File: src/dcc_pkg.sv
// constants for the dac clear control register bank
`default_nettype none
package dcc_pkg;
   // dac count and the field that carries one bit per dac
   localparam int DCC_NUM_DAC = 12;
   localparam int DCC_DAC_LSB = 3;
   localparam int DCC_DAC_MSB = 14;
   // register indices as printed; byte address is four times the index
   localparam logic [7:0] DCC_IDX_SRC_SEL = 8'h53;
   localparam logic [7:0] DCC_IDX_AUTO_EN = 8'h54;
   localparam logic [7:0] DCC_IDX_SW_CLR = 8'h55;
   localparam logic [7:0] DCC_IDX_PIN0_EN = 8'h56;
   localparam logic [7:0] DCC_IDX_CLR_STATE = 8'h70;
   localparam int DCC_ADDR_W = 10;
   localparam logic [9:0] DCC_ADDR_SRC_SEL = {DCC_IDX_SRC_SEL, 2'h0};
   localparam logic [9:0] DCC_ADDR_AUTO_EN = {DCC_IDX_AUTO_EN, 2'h0};
   localparam logic [9:0] DCC_ADDR_SW_CLR = {DCC_IDX_SW_CLR, 2'h0};
   localparam logic [9:0] DCC_ADDR_PIN0_EN = {DCC_IDX_PIN0_EN, 2'h0};
   localparam logic [9:0] DCC_ADDR_CLR_STATE = {DCC_IDX_CLR_STATE, 2'h0};
   // source select bit positions, also the alarm flag positions
   localparam int DCC_SEL_IN0 = 14;
   localparam int DCC_SEL_IN1 = 13;
   localparam int DCC_SEL_IN2 = 12;
   localparam int DCC_SEL_IN3 = 11;
   localparam int DCC_SEL_LT_LOW = 10;
   localparam int DCC_SEL_LT_HIGH = 9;
   localparam int DCC_SEL_R1_LOW = 8;
   localparam int DCC_SEL_R1_HIGH = 7;
   localparam int DCC_SEL_R2_LOW = 6;
   localparam int DCC_SEL_R2_HIGH = 5;
   localparam int DCC_SEL_R1_FAIL = 4;
   localparam int DCC_SEL_R2_FAIL = 3;
   localparam int DCC_SEL_THERM = 2;
   // writable masks, the non-thermal alarm mask and reset values
   localparam logic [15:0] DCC_SRC_SEL_MASK = 16'h7ffc;
   localparam logic [15:0] DCC_SRC_SEL_RESET = 16'h0004;
   localparam logic [15:0] DCC_ALARM_MASK = 16'h7ff8;
   localparam logic [15:0] DCC_DAC_MASK = 16'h7ff8;
   localparam logic [15:0] DCC_DAC_RESET = 16'h0000;
   // axi responses
   localparam logic [1:0] DCC_RESP_OKAY = 2'h0;
   localparam logic [1:0] DCC_RESP_SLVERR = 2'h2;
endpackage
`default_nettype wire

File: src/dcc_clear_cell.sv
// one dac's clear decision, registered
`default_nettype none
module dcc_clear_cell
   import dcc_pkg::*;
(
   input wire logic aclk,
   input wire logic aresetn,
   input wire logic alarm_hit,
   input wire logic therm_hit,
   input wire logic auto_enable,
   input wire logic soft_clear,
   input wire logic pin_enable,
   input wire logic pin_active,
   output logic clear
);
   logic next_clear; // combined clear condition

   // or of every source; therm_hit ignores the auto enable
   always_comb begin
      next_clear = (alarm_hit & auto_enable)
         | therm_hit
         | soft_clear
         | (pin_enable & pin_active);
   end

   // one flop; no sync-load gating so the clear lands on the next edge
   always_ff @(posedge aclk) begin
      if (!aresetn) begin
         clear <= 1'b0;
      end else begin
         clear <= next_clear;
      end
   end
endmodule
`default_nettype wire

File: src/dcc_dac_clear_control.sv
// dac clear control register bank with axi4-lite slave
`default_nettype none
module dcc_dac_clear_control
   import dcc_pkg::*;
#(
   parameter int NUM_DAC = DCC_NUM_DAC
)
(
   input wire logic aclk,
   input wire logic aresetn,
   input wire logic [31:0] s_axi_awaddr,
   input wire logic s_axi_awvalid,
   output logic s_axi_awready,
   input wire logic [31:0] s_axi_wdata,
   input wire logic [3:0] s_axi_wstrb,
   input wire logic s_axi_wvalid,
   output logic s_axi_wready,
   output logic [1:0] s_axi_bresp,
   output logic s_axi_bvalid,
   input wire logic s_axi_bready,
   input wire logic [31:0] s_axi_araddr,
   input wire logic s_axi_arvalid,
   output logic s_axi_arready,
   output logic [31:0] s_axi_rdata,
   output logic [1:0] s_axi_rresp,
   output logic s_axi_rvalid,
   input wire logic s_axi_rready,
   input wire logic [15:0] alarm_status_flags,
   input wire logic external_clear_pin_0_n,
   output logic [NUM_DAC-1:0] dac_clear
);

   // the dac field is fixed at 14:3, so only twelve dacs fit
   if (NUM_DAC != DCC_DAC_MSB - DCC_DAC_LSB + 1) begin : g_chk
      $error("NUM_DAC must match the 14:3 dac field");
   end

   // software visible registers
   logic [15:0] alarm_source_clear_select; // which alarms may clear
   logic [15:0] auto_clear_enable; // per_dac_auto_clear_enable
   logic [15:0] software_dac_clear; // per_dac_software_clear
   logic [15:0] pin0_clear_enable; // per_dac_pin0_clear_enable

   // write channel holding state
   logic aw_held; // write address taken
   logic [DCC_ADDR_W-1:0] aw_addr; // held write address
   logic w_held; // write data taken
   logic [15:0] w_data; // held low half of write data
   logic [1:0] w_strb; // held low lane strobes
   logic do_write; // both halves present, commit now

   // read and write side decode
   logic [15:0] rd_word; // decoded read value
   logic rd_ok; // address is mapped
   logic wr_ok; // write address is mapped

   // pin synchroniser and gating terms
   logic pin_meta; // first stage, read only by pin_sync
   logic pin_sync; // second stage
   logic pin_active; // pin driven low
   logic [15:0] sel_hits; // selected non-thermal alarms that are raised
   logic alarm_hit; // any selected non-thermal alarm
   logic therm_hit; // selected over-temperature alarm
   logic [NUM_DAC-1:0] expect_clear; // helper for the checks

   // axi ready terms; one write and one read in flight at most
   assign s_axi_awready = !aw_held && !s_axi_bvalid;
   assign s_axi_wready = !w_held && !s_axi_bvalid;
   assign s_axi_arready = !s_axi_rvalid;
   assign do_write = aw_held && w_held && !s_axi_bvalid;

   // write address capture, released at the commit edge, as the response is raised
   always_ff @(posedge aclk) begin
      if (!aresetn) begin
         aw_held <= 1'b0;
         aw_addr <= '0;
      end else if (s_axi_awvalid && s_axi_awready) begin
         aw_held <= 1'b1;
         aw_addr <= s_axi_awaddr[DCC_ADDR_W-1:0];
      end else if (do_write) begin
         aw_held <= 1'b0;
      end
   end

   // write data capture; upper lanes ignored, data is 16 bits
   always_ff @(posedge aclk) begin
      if (!aresetn) begin
         w_held <= 1'b0;
         w_data <= '0;
         w_strb <= '0;
      end else if (s_axi_wvalid && s_axi_wready) begin
         w_held <= 1'b1;
         w_data <= s_axi_wdata[15:0];
         w_strb <= s_axi_wstrb[1:0];
      end else if (do_write) begin
         w_held <= 1'b0;
      end
   end

   // merge held data into a register under the byte strobes
   function automatic logic [15:0] merge(input logic [15:0] old_val,
                                         input logic [15:0] new_val,
                                         input logic [1:0] strb,
                                         input logic [15:0] mask);
      logic [15:0] res;
      res = old_val;
      if (strb[0]) begin
         res[7:0] = new_val[7:0];
      end
      if (strb[1]) begin
         res[15:8] = new_val[15:8];
      end
      merge = res & mask;
   endfunction

   // write address decode on bits 9:0 only; an unmapped offset there answers slverr
   always_comb begin
      if (aw_addr == DCC_ADDR_SRC_SEL) begin
         wr_ok = 1'b1;
      end else if (aw_addr == DCC_ADDR_AUTO_EN) begin
         wr_ok = 1'b1;
      end else if (aw_addr == DCC_ADDR_SW_CLR) begin
         wr_ok = 1'b1;
      end else if (aw_addr == DCC_ADDR_PIN0_EN) begin
         wr_ok = 1'b1;
      end else if (aw_addr == DCC_ADDR_CLR_STATE) begin
         wr_ok = 1'b1; // read-only status, writes dropped
      end else begin
         wr_ok = 1'b0;
      end
   end

   // source select register; reserved bits masked off
   always_ff @(posedge aclk) begin
      if (!aresetn) begin
         alarm_source_clear_select <= DCC_SRC_SEL_RESET;
      end else if (do_write && aw_addr == DCC_ADDR_SRC_SEL) begin
         alarm_source_clear_select <= merge(alarm_source_clear_select,
            w_data, w_strb, DCC_SRC_SEL_MASK);
      end
   end

   // auto clear enables, zero after reset
   always_ff @(posedge aclk) begin
      if (!aresetn) begin
         auto_clear_enable <= DCC_DAC_RESET;
      end else if (do_write && aw_addr == DCC_ADDR_AUTO_EN) begin
         auto_clear_enable <= merge(auto_clear_enable, w_data, w_strb,
            DCC_DAC_MASK);
      end
   end

   // software clear; a written zero releases the dac
   always_ff @(posedge aclk) begin
      if (!aresetn) begin
         software_dac_clear <= DCC_DAC_RESET;
      end else if (do_write && aw_addr == DCC_ADDR_SW_CLR) begin
         software_dac_clear <= merge(software_dac_clear, w_data, w_strb,
            DCC_DAC_MASK);
      end
   end

   // pin 0 clear enables
   always_ff @(posedge aclk) begin
      if (!aresetn) begin
         pin0_clear_enable <= DCC_DAC_RESET;
      end else if (do_write && aw_addr == DCC_ADDR_PIN0_EN) begin
         pin0_clear_enable <= merge(pin0_clear_enable, w_data, w_strb,
            DCC_DAC_MASK);
      end
   end

   // write response, one cycle after both halves are held
   always_ff @(posedge aclk) begin
      if (!aresetn) begin
         s_axi_bvalid <= 1'b0;
         s_axi_bresp <= DCC_RESP_OKAY;
      end else if (do_write) begin
         s_axi_bvalid <= 1'b1;
         s_axi_bresp <= wr_ok ? DCC_RESP_OKAY : DCC_RESP_SLVERR;
      end else if (s_axi_bready) begin
         s_axi_bvalid <= 1'b0;
      end
   end

   // read decode; status word shows the live clear outputs
   always_comb begin
      rd_word = 16'h0000;
      rd_ok = 1'b1;
      if (s_axi_araddr[DCC_ADDR_W-1:0] == DCC_ADDR_SRC_SEL) begin
         rd_word = alarm_source_clear_select;
      end else if (s_axi_araddr[DCC_ADDR_W-1:0] == DCC_ADDR_AUTO_EN) begin
         rd_word = auto_clear_enable;
      end else if (s_axi_araddr[DCC_ADDR_W-1:0] == DCC_ADDR_SW_CLR) begin
         rd_word = software_dac_clear;
      end else if (s_axi_araddr[DCC_ADDR_W-1:0] == DCC_ADDR_PIN0_EN) begin
         rd_word = pin0_clear_enable;
      end else if (s_axi_araddr[DCC_ADDR_W-1:0] == DCC_ADDR_CLR_STATE) begin
         rd_word[DCC_DAC_MSB:DCC_DAC_LSB] = dac_clear;
      end else begin
         rd_ok = 1'b0; // unmapped reads return zero with slverr
      end
      if (s_axi_araddr[31:DCC_ADDR_W] != '0) begin
         rd_ok = 1'b0;
         rd_word = 16'h0000;
      end
   end

   // read data channel, answers one cycle after the address
   always_ff @(posedge aclk) begin
      if (!aresetn) begin
         s_axi_rvalid <= 1'b0;
         s_axi_rdata <= '0;
         s_axi_rresp <= DCC_RESP_OKAY;
      end else if (s_axi_arvalid && s_axi_arready) begin
         s_axi_rvalid <= 1'b1;
         s_axi_rdata <= {16'h0000, rd_word};
         s_axi_rresp <= rd_ok ? DCC_RESP_OKAY : DCC_RESP_SLVERR;
      end else if (s_axi_rready) begin
         s_axi_rvalid <= 1'b0;
      end
   end

   // the pin is asynchronous to aclk; two flops before any use
   always_ff @(posedge aclk) begin
      if (!aresetn) begin
         pin_meta <= 1'b1;
         pin_sync <= 1'b1;
      end else begin
         pin_meta <= external_clear_pin_0_n;
         pin_sync <= pin_meta;
      end
   end
   assign pin_active = !pin_sync;

   // alarm gating; flag bits share the select bit layout, so
   // bit 4 pairs with the remote 1 failure flag
   always_comb begin
      sel_hits = alarm_source_clear_select & alarm_status_flags
         & DCC_ALARM_MASK;
      alarm_hit = sel_hits[DCC_SEL_IN0] | sel_hits[DCC_SEL_IN1]
         | sel_hits[DCC_SEL_IN2]
         | sel_hits[DCC_SEL_IN3]
         | sel_hits[DCC_SEL_LT_LOW] | sel_hits[DCC_SEL_LT_HIGH]
         | sel_hits[DCC_SEL_R1_LOW] | sel_hits[DCC_SEL_R1_HIGH]
         | sel_hits[DCC_SEL_R2_LOW] | sel_hits[DCC_SEL_R2_HIGH]
         | sel_hits[DCC_SEL_R1_FAIL]
         | sel_hits[DCC_SEL_R2_FAIL];
      therm_hit = alarm_source_clear_select[DCC_SEL_THERM]
         & alarm_status_flags[DCC_SEL_THERM];
   end

   // one clear cell per dac
   for (genvar i = 0; i < NUM_DAC; i++) begin : g_dac
      dcc_clear_cell u_cell (
         .aclk(aclk),
         .aresetn(aresetn),
         .alarm_hit(alarm_hit),
         .therm_hit(therm_hit),
         .auto_enable(auto_clear_enable[DCC_DAC_LSB+i]),
         .soft_clear(software_dac_clear[DCC_DAC_LSB+i]),
         .pin_enable(pin0_clear_enable[DCC_DAC_LSB+i]),
         .pin_active(pin_active),
         .clear(dac_clear[i])
      );
      // helper for the checks below
      assign expect_clear[i] = (alarm_hit
         & auto_clear_enable[DCC_DAC_LSB+i]) | therm_hit
         | software_dac_clear[DCC_DAC_LSB+i]
         | (pin0_clear_enable[DCC_DAC_LSB+i] & pin_active);
   end

   // checks on the clear outputs, the register contents and the write response
   a_clear_equation: assert property (@(posedge aclk) disable iff
      (!aresetn) $past(aresetn) |-> dac_clear == $past(expect_clear))
      else $error("dac clear differs from combined sources");

   a_therm_all_clear: assert property (@(posedge aclk) disable iff
      (!aresetn) alarm_source_clear_select[DCC_SEL_THERM]
      && alarm_status_flags[DCC_SEL_THERM] |=> &dac_clear)
      else $error("over-temperature did not clear every dac");

   a_unselected_quiet: assert property (@(posedge aclk) disable iff
      (!aresetn) ((alarm_source_clear_select & DCC_SRC_SEL_MASK) == '0)
      && software_dac_clear == '0 && pin0_clear_enable == '0
      |=> dac_clear == '0)
      else $error("dac cleared with no source selected");

   a_select_reserved: assert property (@(posedge aclk) disable iff
      (!aresetn) (alarm_source_clear_select & ~DCC_SRC_SEL_MASK) == '0)
      else $error("reserved select bits not zero");

   a_dac_reserved: assert property (@(posedge aclk) disable iff
      (!aresetn) ((auto_clear_enable | software_dac_clear
      | pin0_clear_enable) & ~DCC_DAC_MASK) == '0)
      else $error("reserved dac register bits not zero");

   // checked one edge after any reset edge, so no history is needed
   a_reset_values: assert property (@(posedge aclk)
      !aresetn |=> alarm_source_clear_select == DCC_SRC_SEL_RESET
      && auto_clear_enable == DCC_DAC_RESET
      && software_dac_clear == DCC_DAC_RESET
      && pin0_clear_enable == DCC_DAC_RESET)
      else $error("register reset value wrong");

   a_sw_clear_hold: assert property (@(posedge aclk) disable iff
      (!aresetn) software_dac_clear[DCC_DAC_LSB] [*2] |-> dac_clear[0])
      else $error("software clear did not hold dac 0 clear");

   a_pin_path: assert property (@(posedge aclk) disable iff
      (!aresetn) !external_clear_pin_0_n [*3]
      ##0 pin0_clear_enable[DCC_DAC_MSB] [*3] |=> dac_clear[NUM_DAC-1])
      else $error("pin clear did not reach dac 11");

   a_auto_gate: assert property (@(posedge aclk) disable iff
      (!aresetn) auto_clear_enable[DCC_DAC_LSB]
      && alarm_source_clear_select[DCC_SEL_IN3]
      && alarm_status_flags[DCC_SEL_IN3] |=> dac_clear[0])
      else $error("input 3 alarm did not clear dac 0");

   a_bresp_timing: assert property (@(posedge aclk) disable iff
      (!aresetn) do_write |=> s_axi_bvalid)
      else $error("write response not raised after commit");

   // main scenarios
   c_therm_clear: cover property (@(posedge aclk) disable iff
      (!aresetn) therm_hit ##1 &dac_clear);
   c_pin_clear: cover property (@(posedge aclk) disable iff
      (!aresetn) pin_active && dac_clear != '0);
   c_sw_release: cover property (@(posedge aclk) disable iff
      (!aresetn) dac_clear[0] ##1 !dac_clear[0]);
   c_slverr: cover property (@(posedge aclk) disable iff
      (!aresetn) s_axi_rvalid && s_axi_rresp == DCC_RESP_SLVERR);
endmodule
`default_nettype wire

File: config.mk
export PLATFORM = sky130hd
export DESIGN_NAME = dcc_dac_clear_control
export DESIGN_NICKNAME = d
export VERILOG_FILES = /design/src/dcc_pkg.sv /design/src/dcc_clear_cell.sv /design/src/dcc_dac_clear_control.sv
export SDC_FILE = /design/constraint.sdc
export NUM_CORES = 1
export LEC_CHECK = 0
export ABC_AREA = 1
export BUFFER_PORTS_ARGS = -buffer_cell sky130_fd_sc_hd__buf_2
export CAP_MARGIN = 10
export CORE_MARGIN = 3
export CORE_UTILIZATION = 43
export DETAILED_ROUTE_END_ITERATION = 8
export GPL_ROUTABILITY_DRIVEN = 0
export GPL_TIMING_DRIVEN = 0
export PLACE_DENSITY = 0.73
export SETUP_SLACK_MARGIN = 0.5
export SYNTH_ARGS = -nofsm -noshare
export SYNTH_HDL_FRONTEND = slang
export SYNTH_SLANG_ARGS = --single-unit
File: constraint.sdc
create_clock -name aclk -period 1.6 [get_ports aclk]
set_clock_uncertainty 0.1 [all_clocks]
set_input_delay 0.24 -clock aclk [delete_from_list [all_inputs] [get_ports aclk]]
set_output_delay 0.24 -clock aclk [all_outputs]
set_load 0.1 [all_outputs]
# Word-level counts from Yosys, hierarchy flattened
# Index checks and enable logic that the tools add are counted.
# W data, S select, Z words.
totals:
  regBits: 114
  input_bits: 124
  out_inout_bits: 53
  elab_cells: 170
op_classes:
  n_eq_ne: 10
  muxes: 26
  n_bitwise: 73
  n_reduce_logical: 29
ops:
  columns: ["op", "n"]
  rows:
  - ["$eq A10 B9 Y1 const B", 10]
  - ["$or A1 B1 Y1", 47]
  - ["$mux W15", 3]
  - ["$and A1 B1 Y1", 25]
  - ["$mux W12", 2]
  - ["$reduce_bool A22 Y1", 1]
  - ["$mux W1", 18]
  - ["$mux W16", 1]
  - ["$reduce_and A2 Y1", 8]
  - ["$and A15 B15 Y15", 1]
  - ["$logic_and A1 B1 Y1", 11]
  - ["$reduce_bool A2 Y1", 4]
  - ["$logic_not A1 Y1", 5]
  - ["$mux W2", 2]

# Logic depth before layout (Yosys ltp)
depth:
  word_depth: 16
  ltp_mapped: 11
  mapped_depth_nobuf: 11

# By module
# Synthesis repeated with hierarchy kept, for this count alone.
hier_totals:
  hier_cells: 742
  hier_area_um2: 5138.7
modules_own_cells:
  columns: ["mod", "instances", "cells_each", "area_each_um2", "seq_area_each_um2"]
  rows:
  - ["dcc_dac_clear_control", 1, 658, 4613.2, 1901.8]
  - ["dcc_clear_cell", 12, 7, 43.8, 20.0]

# Least setup slack after synthesis
# No wires, ideal clock.
synth_path:
  kind: "register to register"
  start: "register s_axi_bvalid"
  end: "register aw_addr[0]"
  setup_time_ns: 0.116
  arrival_ns: 2.893
  required_ns: 1.384
  slack_ns: -1.509
  stages_incl_launch_ff: 6
  path_buffers: 1
  synth_period_minus_slack_ns: 3.109
  path_cell_list: "dfxtp_1 nor2_1 nand2_1 clkbuf_1 o21ai_0 nor2_1"
synth_between:
  elab_chain_len: 3
synth_rtl:
  columns: ["item", "line_no", "text"]
  rows:
  - ["start, declared", "dcc_dac_clear_control.sv:19", "output logic s_axi_bvalid,"]
  - ["start signal, assigned", "dcc_dac_clear_control.sv:176", "s_axi_bvalid <= 1'b0;"]
  - ["start signal, assigned", "dcc_dac_clear_control.sv:179", "s_axi_bvalid <= 1'b1;"]
  - ["start signal, assigned", "dcc_dac_clear_control.sv:182", "s_axi_bvalid <= 1'b0;"]
  - ["$logic_not A1 Y1", "dcc_dac_clear_control.sv:67", "assign s_axi_awready = !aw_held && !s_axi_bvalid;"]
  - ["$logic_and A1 B1 Y1", "dcc_dac_clear_control.sv:67", null]
  - ["named net s_axi_awready", "dcc_dac_clear_control.sv:13", "output logic s_axi_awready,"]
  - ["$logic_and A1 B1 Y1", "dcc_dac_clear_control.sv:77", "end else if (s_axi_awvalid && s_axi_awready) begin"]
  - ["end signal, assigned", "dcc_dac_clear_control.sv:79", "aw_addr <= s_axi_awaddr[DCC_ADDR_W-1:0];"]
  - ["end, declared", "dcc_dac_clear_control.sv:46", "logic [DCC_ADDR_W-1:0] aw_addr;"]
# The timed path passes the listed nets, and every way through them passes these cells.
# A chain may end at the register's enable or synchronous reset.

# Worst setup path in the final report
layout_path:
  start: "register aw_addr[9]"
  end: "register software_dac_clear[14]"
layout_between:
  elab_chain_len: 3
layout_rtl:
  columns: ["item", "line_no", "text"]
  rows:
  - ["$eq A10 B9 Y1", "dcc_dac_clear_control.sv:157", "end else if (do_write && aw_addr == DCC_ADDR_SW_CLR) begin"]
  - ["$logic_and A1 B1 Y1", "dcc_dac_clear_control.sv:157", null]
  - ["$reduce_and A2 Y1 (no source line)", null, null]
  - ["end signal, assigned", "dcc_dac_clear_control.sv:158", "software_dac_clear <= merge(software_dac_clear, w_data, w_strb,"]
  - ["end, declared", "dcc_dac_clear_control.sv:41", "logic [15:0] software_dac_clear;"]
# Every way passes these cells.

==> flow_summary.yaml <==
floorplan:
  start_util_pct: 44.8
  core_um2: 11600
  ioPinCount: 177
  dieArea_um2: 13500
  die_h_um: 116
  num_rows: 39
  die_w_um: 116
place:
  dp_hpwl_mm: 11.2
  placed_cells: 1057
  port_buffers: 109
  pre_cts_ws_ns: -0.374
synthesis:
  syn_area_um2: 5210
  synth_ff_type: "dfxtp_1"
  synthArstFlopShare_pct: 0
  ys_warn_count: 0
  yosys.cell_types.count: 27
  synth-seq-cells: 107
  synth_area_per_cell_um2: 6.63
  synth_edf_count: 0
  yosysSeqAreaShare_pct: 41.1
  netlist_instances: 785
power:
  p_leak_nw: 3.97
  powerDensity_nw_per_um2: 765
  totalPowerFinal_mw: 6.47
  vdd_drop_max_v: 0.000722
run_status:
  outcome: "finished, violations left"
  failed_checks: "negative setup slack"
detailed_routing:
  wl_per_cell_um: 16.2
  drcViolationCount: 0
  routed_wirelength_mm: 18.5
  dr.pass1.iters: 5
  vias: 5875
  ant_nets: 0
  via_per_inst: 5.13
  drt_iter0_drc: 488
worst_setup_path:
  timing.rr.start: "aw_addr[9]$_SDFFE_PN0P_"
  worst-path-buf-inv: 3
  crit_type: "reg -> reg"
  crit_path_frequent_cell: "nand2_4"
  start_kind: "flip-flop"
  slowest_stage: "dfxtp_2"
  crit_start: "aw_addr[9]$_SDFFE_PN0P_"
  path_cells: "inv_2, nand2_4, nor4_4, buf_4, nand2_4, nor2_4, nand2_4, buf_6, o21ai_2, nor2_1"
  required_ns: 1.75
  crit_family: "simple AND/OR/NAND/NOR gates"
  critPathCaptureType: "flip-flop"
  critical_path.max_fanout: 5
  max_stage_delay_ns: 0.32
  arrival_ns: 1.89
flow_run:
  cap_violations: 0
worst_hold_path:
  hp-start: "s_axi_awaddr[2]"
  hold_path.class: "in -> reg"
timing:
  holdWs_ns: 0.0213
  worst_slack_ns: -0.144
  max_freq_mhz: 573
  hold_viol: 0
  setup_violations: 47
  worst_pin_slew_ns: 0.765
  period_share_pct: 109
  max_slew_margin_pct: 49.0
  finalCriticalPeriod_ns: 1.74
  rsz0062_at_grt: "true"
  report.final.slew_viol_count: 0
clocking:
  htreeDepth: 3
  clk_path_buf_depth: 2
  cts_tree: "yes"
  cts.sinks: 107
  clk_latency_ns: 0.35
  cts_inserted_buffers: 9
  path_clk_slew_ns: 0.07
  cts-root-buf: "clkbuf_16"
cells_and_area:
  layout-drive-gt1-share_pct: 46.8
  stdcell_count: 1145
  final.fill_count: 832
  antenna_cells: 0
  final_nets: 1121
  syn_to_final_growth_pct: 62.4
global_routing:
  first_global_vias: 5495
  grt_max_degree: 17
  grt_pass1_wl_mm: 26.5
  track_usage_pct: 25.0
  antenna_found_initial: 0
  grt_overflow: 0
-- flip-flops by register name (all words and copies together), names as in the netlist --
register and cells:
alarm_source_clear_select 13, s_axi_rdata 13, w_data 13, auto_clear_enable 12, g_dac.u_cell.clear 12, pin0_clear_enable 12
software_dac_clear 12, aw_addr 10, w_strb 2, aw_held 1, pin_meta 1, pin_sync 1
s_axi_bresp 1, s_axi_bvalid 1, s_axi_rresp 1, s_axi_rvalid 1, w_held 1
-- power by group --
group | switching [mW] | leakage (nW) | total (mW) | internal (mW)
registers | 0.123 | 0.890 | 2.88 | 2.76
logic | 0.908 | 2.94 | 1.46 | 0.548
clock network | 0.996 | 0.139 | 2.13 | 1.14
total | 2.03 | 3.97 | 6.47 | 4.44
-- cell usage in the layout, fill, tap and decap left out, drive strengths merged --
| master | instances |
|---|---|
| nand3 | 21 |
| inv | 102 |
| buf | 222 |
| a221oi | 3 |
| o21a | 1 |
| nor3b | 1 |
| clkbuf | 31 |
| clkinvlp | 2 |
| clkinv | 3 |
| conb | 21 |
| o21ai | 58 |
| nor2 | 151 |
| o211ai | 9 |
| nor4 | 1 |
| nand4 | 16 |
| nand2 | 160 |
| a21oi | 54 |
| nor3 | 22 |
| or2 | 4 |
| a211oi | 12 |
| dlygate4sd3 | 1 |
| dfxtp | 107 |
-- worst register-to-register path: cells and delay by family (launching register included) --
family                 cells  cell delay, ns
AO/OA/AOI/OAI              1            0.14
buffers and inverters      3            0.41
flip-flops                 1            0.32
AND/OR/NAND/NOR            6            0.69
-- synth_stat cells (all sizes together) (12+ instances only) --
cell type	instances	area share [%]
a211oi	12	1.7
inv	102	7.4
buf	41	5.6
o21ai	58	5.6
nand2	160	12
nand4	16	1.9
a21oi	54	5.2
nor2	151	11
nor3	22	2.1
clkbuf	20	1.4
dfxtp	107	41
nand3	21	2.0
-- metal layers --
metal  track usage [%]  wire, um
met2              45.0      9400
met4              7.35       489
met3              6.32      1450
met1              29.3      7180
met5                 0         0
-- final timing paths --
path / endpoint / cells after the start / slack (ns)
max: software_dac_clear[14]$_SDFFE_PN0P_ / 10 / -0.14
min: aw_addr[2]$_SDFFE_PN0P_ / 3 / 0.02
max reg2reg: software_dac_clear[14]$_SDFFE_PN0P_ / 10 / -0.14
min reg2reg: pin_sync$_SDFF_PN1_ / 1 / 0.31
-- stage by stage --
| stage | instance area, um^2 | TNS (ns) | util, % |
|---|---|---|---|
| 2_1_floorplan | 5560 | -5.13 | - |
| 6_report | 8460 | -2.85 | 72.8 |
| 3_5_place_dp | 6280 | -7.27 | 54.1 |
| 5_1_grt | 8460 | -7.69 | 72.8 |
| 3_3_place_gp | 6280 | -6.04 | 54.1 |
| 4_1_cts | 7950 | -1.42 | 68.5 |
-- repair_timing --
item | CTS | global route
endpoints found under the hold margin | 1 | 0
setup buffers | 47 | 17
pin swaps | 38 | 34
endpoints found under the setup margin | 133 | 137
gates resized for setup | 278 | 109
hold buffers | 1 | 0
gates cloned | 5 | 2
-- layout make-up --
class	instances	area, um^2	share of cell area (%)
multi-input combinational	534	3160	37.3
clock buffer	12	256	3.03
timing repair buffer	181	1700	20.1
tap	143	179	2.12
buffer	61	539	6.38
inverter	103	398	4.71
clock inverter	4	23.8	0.281
sequential	107	2210	26.1
-- cell families after synthesis --
| kind of cell | count (synthesis) | synth area share [%] |
|---|---|---|
| and+or+nand+nor | 376 | 29.8 |
| AOI/OAI and AO/OA | 137 | 14.4 |
| DFF | 107 | 41.1 |
| buffers and inverters | 164 | 14.5 |
| other | 1 | 0.0720 |
(Power assumes the default switching activity.)
